File: src/rtl/hrs_pkg.sv
// Constants, register map and bus carrier for the run/stop and status block.
// Assumes one 100 MHz clock shared by the bus master and the block.
package hrs_pkg;

    // ************************************************************
    // Bus carrier
    // ************************************************************
    localparam int ADDR_W = 8;
    localparam int DATA_W = 32;

    typedef struct packed {
        logic [ADDR_W-1:0] addr;
        logic [DATA_W-1:0] wdata;
        logic wr;
        logic rd;
    } hrs_bus_req_s;

    // ************************************************************
    // Register offsets
    // ************************************************************
    localparam logic [ADDR_W-1:0] OFF_RUN_CONTROL = 8'h00;
    localparam logic [ADDR_W-1:0] OFF_CONTROLLER_STATUS = 8'h04;
    localparam logic [ADDR_W-1:0] OFF_IRQ_STATUS = 8'h10;
    localparam logic [ADDR_W-1:0] OFF_IRQ_MASK = 8'h14;

    // ************************************************************
    // Field positions
    // ************************************************************
    localparam int RUN_STOP_BIT = 0;
    localparam int SERR_ENABLE_BIT = 3;
    localparam int HALTED_BIT = 0;
    localparam int HOST_ERR_BIT = 2;
    localparam int EVENT_IRQ_BIT = 3;
    localparam int PORT_CHANGE_BIT = 4;
    localparam int IRQ_W = 4;
    localparam int IRQ_HALT_BIT = 0;
    localparam int IRQ_HOST_ERR_BIT = 1;
    localparam int IRQ_EVENT_BIT = 2;
    localparam int IRQ_PORT_BIT = 3;

    // ************************************************************
    // Reset values
    // ************************************************************
    localparam logic [DATA_W-1:0] CONTROLLER_STATUS_RESET = 32'h0000_0001;
    localparam logic [IRQ_W-1:0] IRQ_MASK_RESET = 4'h0;

    // ************************************************************
    // Timing
    // ************************************************************
    localparam int CLK_PERIOD_NS = 10;
    localparam int HALT_LIMIT_MS = 16;
    localparam int HALT_LIMIT_CYCLES = (HALT_LIMIT_MS * 1000000) / CLK_PERIOD_NS;

    // ************************************************************
    // Halt sequencer states
    // ************************************************************
    typedef enum logic [2:0] {
        HRS_RUNNING = 3'b001,
        HRS_DRAINING = 3'b010,
        HRS_HALTED = 3'b100
    } hrs_state_e;

endpackage

File: src/rtl/hrs_core.sv
// Run/stop halt sequencer and low controller status bits with interrupt logic.
// Assumes the execution engine, interrupters and root hub ports share clk.
// Assumes a register master that never raises read and write strobes together.
// Assumes clk_en low freezes every flop while sys_rst still acts.
// Assumes work_busy falls only once all queued work has finished.
// Assumes software keeps the quiescing order; hardware does not check it.
//
// How it works
// - Cleared run waits for work drain, then halts
// - Forced halt at 16 ms after run cleared
// - Halted reads zero while running, one after stop
// - Halted blocks frame packets, drops received packets
// - Host error sets flag, clears run
// - Host error with enable drives error output
// - Pending rise sets event flag and event interrupt status (status on OR rise only in VF mode)
// - Any port change rise sets port flag
// - Power-up reload port flag from OR
// - Write one clears flag, no transaction status
// - Status at offset 04h, resets to one
// - Virtual function mode flag mirrors pending OR
//
// The strobed register port was left to the implementer.
module hrs_core #(
    parameter int NUM_INTR = 4,
    parameter int NUM_PORTS = 4,
    parameter int HALT_TIMEOUT_CYCLES = hrs_pkg::HALT_LIMIT_CYCLES
) (
    input wire logic clk,
    input wire logic sys_rst,
    input wire logic clk_en,
    input wire hrs_pkg::hrs_bus_req_s bus_req,
    output logic [hrs_pkg::DATA_W-1:0] bus_rdata,
    input wire logic work_busy,
    input wire logic internal_error,
    input wire logic host_access_error,
    input wire logic [NUM_INTR-1:0] interrupter_pending,
    input wire logic [NUM_PORTS-1:0] port_change_bits,
    input wire logic power_d3_to_d0,
    input wire logic vf_mode,
    output logic exec_enable,
    output logic work_abort,
    output logic frame_tx_enable,
    output logic packet_rx_accept,
    output logic host_error_signal,
    output logic irq
);
    import hrs_pkg::*;

    // ************************************************************
    // Halt timer
    // ************************************************************
    localparam int TMR_W = $clog2(HALT_TIMEOUT_CYCLES + 1);
    localparam logic [TMR_W-1:0] TMR_LAST = TMR_W'(HALT_TIMEOUT_CYCLES - 1);

    // ************************************************************
    // State
    // ************************************************************
    typedef struct packed {
        hrs_state_e state;
        logic run_stop;
        logic serr_enable;
        logic halted_flag;
        logic host_system_error_flag;
        logic event_irq_flag;
        logic port_change_flag;
        logic [TMR_W-1:0] tmr;
        logic [NUM_INTR-1:0] pend_prev;
        logic pend_or_prev;
        logic [NUM_PORTS-1:0] pchg_prev;
        logic [IRQ_W-1:0] irq_sts;
        logic [IRQ_W-1:0] irq_mask;
        logic irq;
        logic sys_err;
        logic exec_en;
        logic abort;
        logic tx_en;
        logic rx_acc;
        logic [DATA_W-1:0] rdata;
    } hrs_regs_s;

    hrs_regs_s st_reg;
    hrs_regs_s st_next;

    // ************************************************************
    // Decode and event strobes
    // ************************************************************
    logic wr_cmd;
    logic wr_sts;
    logic wr_mask;
    logic rd_irq;
    logic err_evt;
    logic pend_evt;
    logic pend_or;
    logic port_evt;
    logic halt_evt;
    logic drain_done;
    logic [IRQ_W-1:0] irq_evt;

    // ************************************************************
    // Next state
    // ************************************************************
    always_comb
    begin
        st_next = st_reg;

        // ************************************************************
        // Bus decode and edge detect
        // ************************************************************
        wr_cmd = bus_req.wr && (bus_req.addr == OFF_RUN_CONTROL);
        wr_sts = bus_req.wr && (bus_req.addr == OFF_CONTROLLER_STATUS);
        wr_mask = bus_req.wr && (bus_req.addr == OFF_IRQ_MASK);
        rd_irq = bus_req.rd && (bus_req.addr == OFF_IRQ_STATUS);
        err_evt = internal_error || host_access_error;
        pend_or = |interrupter_pending;
        pend_evt = |(interrupter_pending & ~st_reg.pend_prev);
        port_evt = |(port_change_bits & ~st_reg.pchg_prev);
        halt_evt = 1'b0;
        drain_done = 1'b0;

        // ************************************************************
        // Command register
        // ************************************************************
        if (wr_cmd)
        begin
            st_next.run_stop = bus_req.wdata[RUN_STOP_BIT];
            st_next.serr_enable = bus_req.wdata[SERR_ENABLE_BIT];
        end
        if (err_evt)
        begin
            st_next.run_stop = 1'b0;
        end

        // ************************************************************
        // Host system error flag, set wins over clear
        // ************************************************************
        if (wr_sts && bus_req.wdata[HOST_ERR_BIT])
        begin
            st_next.host_system_error_flag = 1'b0;
        end
        if (err_evt)
        begin
            st_next.host_system_error_flag = 1'b1;
        end

        // ************************************************************
        // Event flag
        // ************************************************************
        if (vf_mode)
        begin
            st_next.event_irq_flag = pend_or;
        end
        else
        begin
            if (wr_sts && bus_req.wdata[EVENT_IRQ_BIT])
            begin
                st_next.event_irq_flag = 1'b0;
            end
            if (pend_evt)
            begin
                st_next.event_irq_flag = 1'b1;
            end
        end
        st_next.pend_prev = interrupter_pending;
        st_next.pend_or_prev = pend_or;

        // ************************************************************
        // Port change flag
        // ************************************************************
        if (wr_sts && bus_req.wdata[PORT_CHANGE_BIT])
        begin
            st_next.port_change_flag = 1'b0;
        end
        if (power_d3_to_d0)
        begin
            st_next.port_change_flag = |port_change_bits;
        end
        if (port_evt)
        begin
            st_next.port_change_flag = 1'b1;
        end
        st_next.pchg_prev = port_change_bits;

        // ************************************************************
        // Halt sequencer
        // ************************************************************
        st_next.abort = 1'b0;
        case (st_reg.state)
            HRS_RUNNING:
            begin
                if (!st_next.run_stop)
                begin
                    st_next.state = HRS_DRAINING;
                    st_next.tmr = '0;
                end
            end
            HRS_DRAINING:
            begin
                if (st_next.run_stop)
                begin
                    st_next.state = HRS_RUNNING;
                end
                else if (!work_busy)
                begin
                    drain_done = 1'b1;
                end
                else if (st_reg.tmr >= TMR_LAST)
                begin
                    drain_done = 1'b1;
                    st_next.abort = 1'b1;
                end
                else
                begin
                    st_next.tmr = st_reg.tmr + 1'b1;
                end
                if (drain_done)
                begin
                    st_next.state = HRS_HALTED;
                    halt_evt = 1'b1;
                end
            end
            HRS_HALTED:
            begin
                if (st_next.run_stop)
                begin
                    st_next.state = HRS_RUNNING;
                end
            end
            default:
            begin
                st_next.state = HRS_HALTED;
                st_next.run_stop = 1'b0;
            end
        endcase
        st_next.halted_flag = (st_next.state == HRS_HALTED);
        st_next.exec_en = !st_next.halted_flag;
        st_next.tx_en = !st_next.halted_flag;
        st_next.rx_acc = !st_next.halted_flag;
        st_next.sys_err = st_next.host_system_error_flag && st_next.serr_enable;

        // ************************************************************
        // Interrupt status, mask and output
        // ************************************************************
        irq_evt = '0;
        irq_evt[IRQ_HALT_BIT] = halt_evt;
        irq_evt[IRQ_HOST_ERR_BIT] = err_evt;
        irq_evt[IRQ_EVENT_BIT] = vf_mode ? (pend_or && !st_reg.pend_or_prev) : pend_evt;
        irq_evt[IRQ_PORT_BIT] = port_evt;
        if (rd_irq)
        begin
            st_next.irq_sts = '0;
        end
        st_next.irq_sts = st_next.irq_sts | irq_evt;
        if (wr_mask)
        begin
            st_next.irq_mask = bus_req.wdata[IRQ_W-1:0];
        end
        st_next.irq = |(st_next.irq_sts & st_next.irq_mask);

        // ************************************************************
        // Read data, one cycle after the strobe
        // ************************************************************
        st_next.rdata = '0;
        if (bus_req.rd)
        begin
            case (bus_req.addr)
                OFF_RUN_CONTROL:
                begin
                    st_next.rdata[RUN_STOP_BIT] = st_reg.run_stop;
                    st_next.rdata[SERR_ENABLE_BIT] = st_reg.serr_enable;
                end
                OFF_CONTROLLER_STATUS:
                begin
                    st_next.rdata[HALTED_BIT] = st_reg.halted_flag;
                    st_next.rdata[HOST_ERR_BIT] = st_reg.host_system_error_flag;
                    st_next.rdata[EVENT_IRQ_BIT] = st_reg.event_irq_flag;
                    st_next.rdata[PORT_CHANGE_BIT] = st_reg.port_change_flag;
                end
                OFF_IRQ_STATUS:
                begin
                    st_next.rdata[IRQ_W-1:0] = st_reg.irq_sts;
                end
                OFF_IRQ_MASK:
                begin
                    st_next.rdata[IRQ_W-1:0] = st_reg.irq_mask;
                end
                default:
                begin
                    st_next.rdata = '0;
                end
            endcase
        end
    end

    // ************************************************************
    // Registers
    // ************************************************************
    always_ff @(posedge clk)
    begin
        if (sys_rst)
        begin
            st_reg.state <= HRS_HALTED;
            st_reg.run_stop <= 1'b0;
            st_reg.serr_enable <= 1'b0;
            st_reg.halted_flag <= CONTROLLER_STATUS_RESET[HALTED_BIT];
            st_reg.host_system_error_flag <= CONTROLLER_STATUS_RESET[HOST_ERR_BIT];
            st_reg.event_irq_flag <= CONTROLLER_STATUS_RESET[EVENT_IRQ_BIT];
            st_reg.port_change_flag <= CONTROLLER_STATUS_RESET[PORT_CHANGE_BIT];
            st_reg.tmr <= '0;
            st_reg.pend_prev <= '0;
            st_reg.pend_or_prev <= 1'b0;
            st_reg.pchg_prev <= '0;
            st_reg.irq_sts <= '0;
            st_reg.irq_mask <= IRQ_MASK_RESET;
            st_reg.irq <= 1'b0;
            st_reg.sys_err <= 1'b0;
            st_reg.exec_en <= 1'b0;
            st_reg.abort <= 1'b0;
            st_reg.tx_en <= 1'b0;
            st_reg.rx_acc <= 1'b0;
            st_reg.rdata <= '0;
        end
        else if (clk_en)
        begin
            st_reg <= st_next;
        end
    end

    // ************************************************************
    // Outputs
    // ************************************************************
    assign bus_rdata = st_reg.rdata;
    assign exec_enable = st_reg.exec_en;
    assign work_abort = st_reg.abort;
    assign frame_tx_enable = st_reg.tx_en;
    assign packet_rx_accept = st_reg.rx_acc;
    assign host_error_signal = st_reg.sys_err;
    assign irq = st_reg.irq;

endmodule // hrs_core

File: config.mk
export PLATFORM = sky130hd
export DESIGN_NAME = hrs_core
export DESIGN_NICKNAME = d
export VERILOG_FILES = /design/src/rtl/hrs_pkg.sv /design/src/rtl/hrs_core.sv
export SDC_FILE = /design/constraint.sdc
export NUM_CORES = 1
export LEC_CHECK = 0
export ABC_AREA = 1
export BUFFER_PORTS_ARGS = -buffer_cell sky130_fd_sc_hd__buf_2
export CAP_MARGIN = 20
export CELL_PAD_IN_SITES_DETAIL_PLACEMENT = 0
export CELL_PAD_IN_SITES_GLOBAL_PLACEMENT = 2
export CORE_ASPECT_RATIO = 0.7
export CORE_MARGIN = 2
export CORE_UTILIZATION = 27
export DETAILED_ROUTE_END_ITERATION = 6
export PLACE_DENSITY = 0.86
export RECOVER_POWER = 50
export SYNTH_ARGS = -nofsm -noshare
export SYNTH_HDL_FRONTEND = slang
export SYNTH_SLANG_ARGS = --single-unit
File: constraint.sdc
create_clock -name clk -period 2.38 [get_ports clk]
set_clock_uncertainty 0.2 [all_clocks]
set_input_delay 0 -clock clk [delete_from_list [all_inputs] [get_ports clk]]
set_output_delay 0 -clock clk [all_outputs]
set_load 0.02 [all_outputs]
==> impl_metrics.tcl <==
set metrics [dict create \
    outcome "completed" \
    detail-route-antenna-nets 0 \
    cp.required_ps 2360 \
    ys_top_cells_by_count "sky130_fd_sc_hd__nand2_1, sky130_fd_sc_hd__nor2_1, sky130_fd_sc_hd__inv_1, sky130_fd_sc_hd__dfxtp_1, sky130_fd_sc_hd__a21oi_1" \
    grt_pass1_wl_microns 15800 \
    overflow 0 \
    cts_num_sinks 56 \
    io-pin-count 96 \
    clock_tree.htree_level_count 2 \
    clkTransAtPathRegs_ps 70 \
    finalWorstPathRequiredPeriod_ps 2210 \
    timing.critical_path.mode_cell "sky130_fd_sc_hd__nand2_1" \
    synth_edf_count 0 \
    synth_top_cell_area_share 0.315 \
    clock_tree.buffer_depth 2 \
    critical_path_arrival_ps 2190 \
    cts_root_cell "sky130_fd_sc_hd__clkbuf_16" \
    synthDominantAreaCellType "sky130_fd_sc_hd__dfxtp_1" \
    power_dens_cells_mw_per_mm2 512 \
    finalPower_uw 2190 \
    synth-main-ff-cell "sky130_fd_sc_hd__dfxtp_1" \
    layout.area.seq_sq_mm 0.00112 \
    drv_slew 0 \
    postCtsSetupRepairBufs 0 \
    capturing_element_type_of_the_critical_path "flop" \
    gr-usage-met1 0.208 \
    crit_chain "buf_2 > nor2_1 > inv_1 > nor2_1 > nand2_1 > nor2_1 > nand2_1 > nand2_1 > dlygate4sd3_1 > nand2_1 > nand2_1 > a21oi_1 > dlygate4sd3_1" \
    first_global_vias 3290 \
    static-leakage-power_uw 0.00174 \
    multi_input_gate_area_in_the_final_layout_sq_mm 0.00196 \
    clock_tree_from_tritoncts "yes" \
    hold_path.class "primary input to flop" \
    finalSetupTns_ps 0 \
    finalCritPeriodShare 0.929 \
    via_count 3544 \
    die_width_microns 141 \
    synth_seq_area_share 0.315 \
    detail_route.wl_per_cell_microns 12.3 \
    critPathMaxFanout 3 \
    timing_worst_setup_path_type "primary input to flop" \
    largest_reg_flops 47 \
    io_buffer_count 41 \
    synthesis.yosys.warnings 0 \
    grt_util_met2 0.206 \
    synth.area.top_cells "sky130_fd_sc_hd__dfxtp_1, sky130_fd_sc_hd__nand2_1, sky130_fd_sc_hd__nor2_1" \
    design.core.area_sq_mm 0.0130 \
    detailedPlacementHpwl_microns 7030 \
    slowest_delay_ps 570 \
    grt_setup_unrepaired "false" \
    detail_route.iter0.violations 192 \
    grt.busiest_layer "met1" \
    dr.pass1.iters 4 \
    numCtsBuffers 5 \
    max_freq_ghz 0.452 \
    post_synth_instance_area_sq_mm 0.00356 \
    tightest_slew_ps 858 \
    initial_utilization 0.274 \
    grt_max_degree 34 \
    routed_wl_microns 9740 \
    fin_hold_ws_ps 45.3 \
    synth-seq-cells 56 \
    worstSkewPairLatency_ps 290 \
    area_delta_synth_final_pct 20.0 \
    drc 0 \
    vdd_ir_drop_max_v 0.000275 \
    avgSynthCellArea_sq_um 6.27 \
    gp_routability_congestion 0.871 \
    row_count 35 \
    grt_usage 0.139 \
    fillerInstances 1403 \
    antenna_cells 0 \
    ys_types 28 \
    slowest_stage "sky130_fd_sc_hd__dlygate4sd3_1" \
    async_reset_ff_frac 0 \
    groute.layer.met3.usage 0.0243 \
    share_of_final_layout_standard_cells_stronger_than_drive_strength_1 0.108 \
    critical_path.startpoint_type "primary input" \
    full_die_area_sq_mm 0.0141 \
    fin_nets 688 \
    post_synth_inst_count 568 \
    viasPerCell 4.46 \
    grt_antenna_before_repair 0 \
    finalHoldViolCount 0 \
    setup_viol_count_final 0 \
    cap_violations 0 \
    die_y_microns 100 \
    synthMostInstantiatedCell "sky130_fd_sc_hd__nand2_1" \
    slew_headroom 0.428 \
]
## layout make-up
type                    count  share of cell area
inverters                  60              0.0527
clock buffers               5              0.0293
repair buffers             83               0.135
multi-input cells         423               0.458
well taps                 166              0.0486
flip-flops and latches     56               0.262
clock inverters             2              0.0141
## power breakdown
group | internal, uW | switching (uW) | leakage (uW) | total (uW)
Clock | 598 | 346 | 0.0000899 | 944
Combinational | 97.5 | 162 | 0.00120 | 260
Sequential | 965 | 19.2 | 0.000457 | 984
## repair_timing
action                    4_1_cts  5_1_grt
resized for setup               0        0
hold endpoints to repair       27        0
hold buffers                   31        0
## through the flow
stage	utilization	std cells	setup slack (ps)	instance area (sq um)
finish	0.329	795	169	4270
detailed placement	0.292	757	295	3800
global placement	0.292	757	301	3800
floorplan	-	594	525	3660
global route	0.329	795	15.3	4270
CTS	0.330	795	187	4300
## layer usage
layer,wire length [microns],share of wire
met1,5350,0.55
met3,458,0.047
met4,81,0.0083
met5,0,0
met2,3850,0.40
## cell usage in the layout, fill, tap and decap left out, types with 4 or more instances in the layout
cell / count
sky130_fd_sc_hd__o21ai_0: 27
sky130_fd_sc_hd__nand3_1: 43
sky130_fd_sc_hd__xnor2_1: 4
sky130_fd_sc_hd__buf_4: 9
sky130_fd_sc_hd__a21oi_1: 46
sky130_fd_sc_hd__buf_2: 29
sky130_fd_sc_hd__nor2_1: 72
sky130_fd_sc_hd__inv_1: 60
sky130_fd_sc_hd__dfxtp_1: 56
sky130_fd_sc_hd__xor2_1: 9
sky130_fd_sc_hd__dlygate4sd3_1: 31
sky130_fd_sc_hd__clkbuf_1: 13
sky130_fd_sc_hd__nand2_1: 157
sky130_fd_sc_hd__conb_1: 27
sky130_fd_sc_hd__nor2_4: 4
sky130_fd_sc_hd__a21oi_2: 10
sky130_fd_sc_hd__nand2_2: 5
sky130_fd_sc_hd__clkbuf_16: 5
## critical path, delay by kind of cell
family / cells / cell delay (ps)
AOI/OAI and AO/OA: 1 / 50
buffers and inverters: 4 / 1260
and+or+nand+nor: 8 / 880
## path summary, 6_finish.rpt
check	from	to	slack, ps	depth (start not counted)
max	bus_req[35]	st_reg[76]	170	13
min	bus_req[1]	st_reg[40]	50	6
max reg2reg	st_reg[84]	st_reg[58]	250	9
min reg2reg	host_error_signal	host_error_signal	260	2
## kinds of logic after synthesis
family                     count (synthesis)  share of synthesized area
AOI/OAI and AO/OA                         88                      0.136
xor gates and xnor gates                  13                     0.0320
adders and majority gates                  1                    0.00351
buffers and inverters                    115                      0.163
DFF                                       56                      0.315
other                                      1                    0.00105
and+or+nand+nor                          294                      0.350
(Power assumes the default switching activity.)
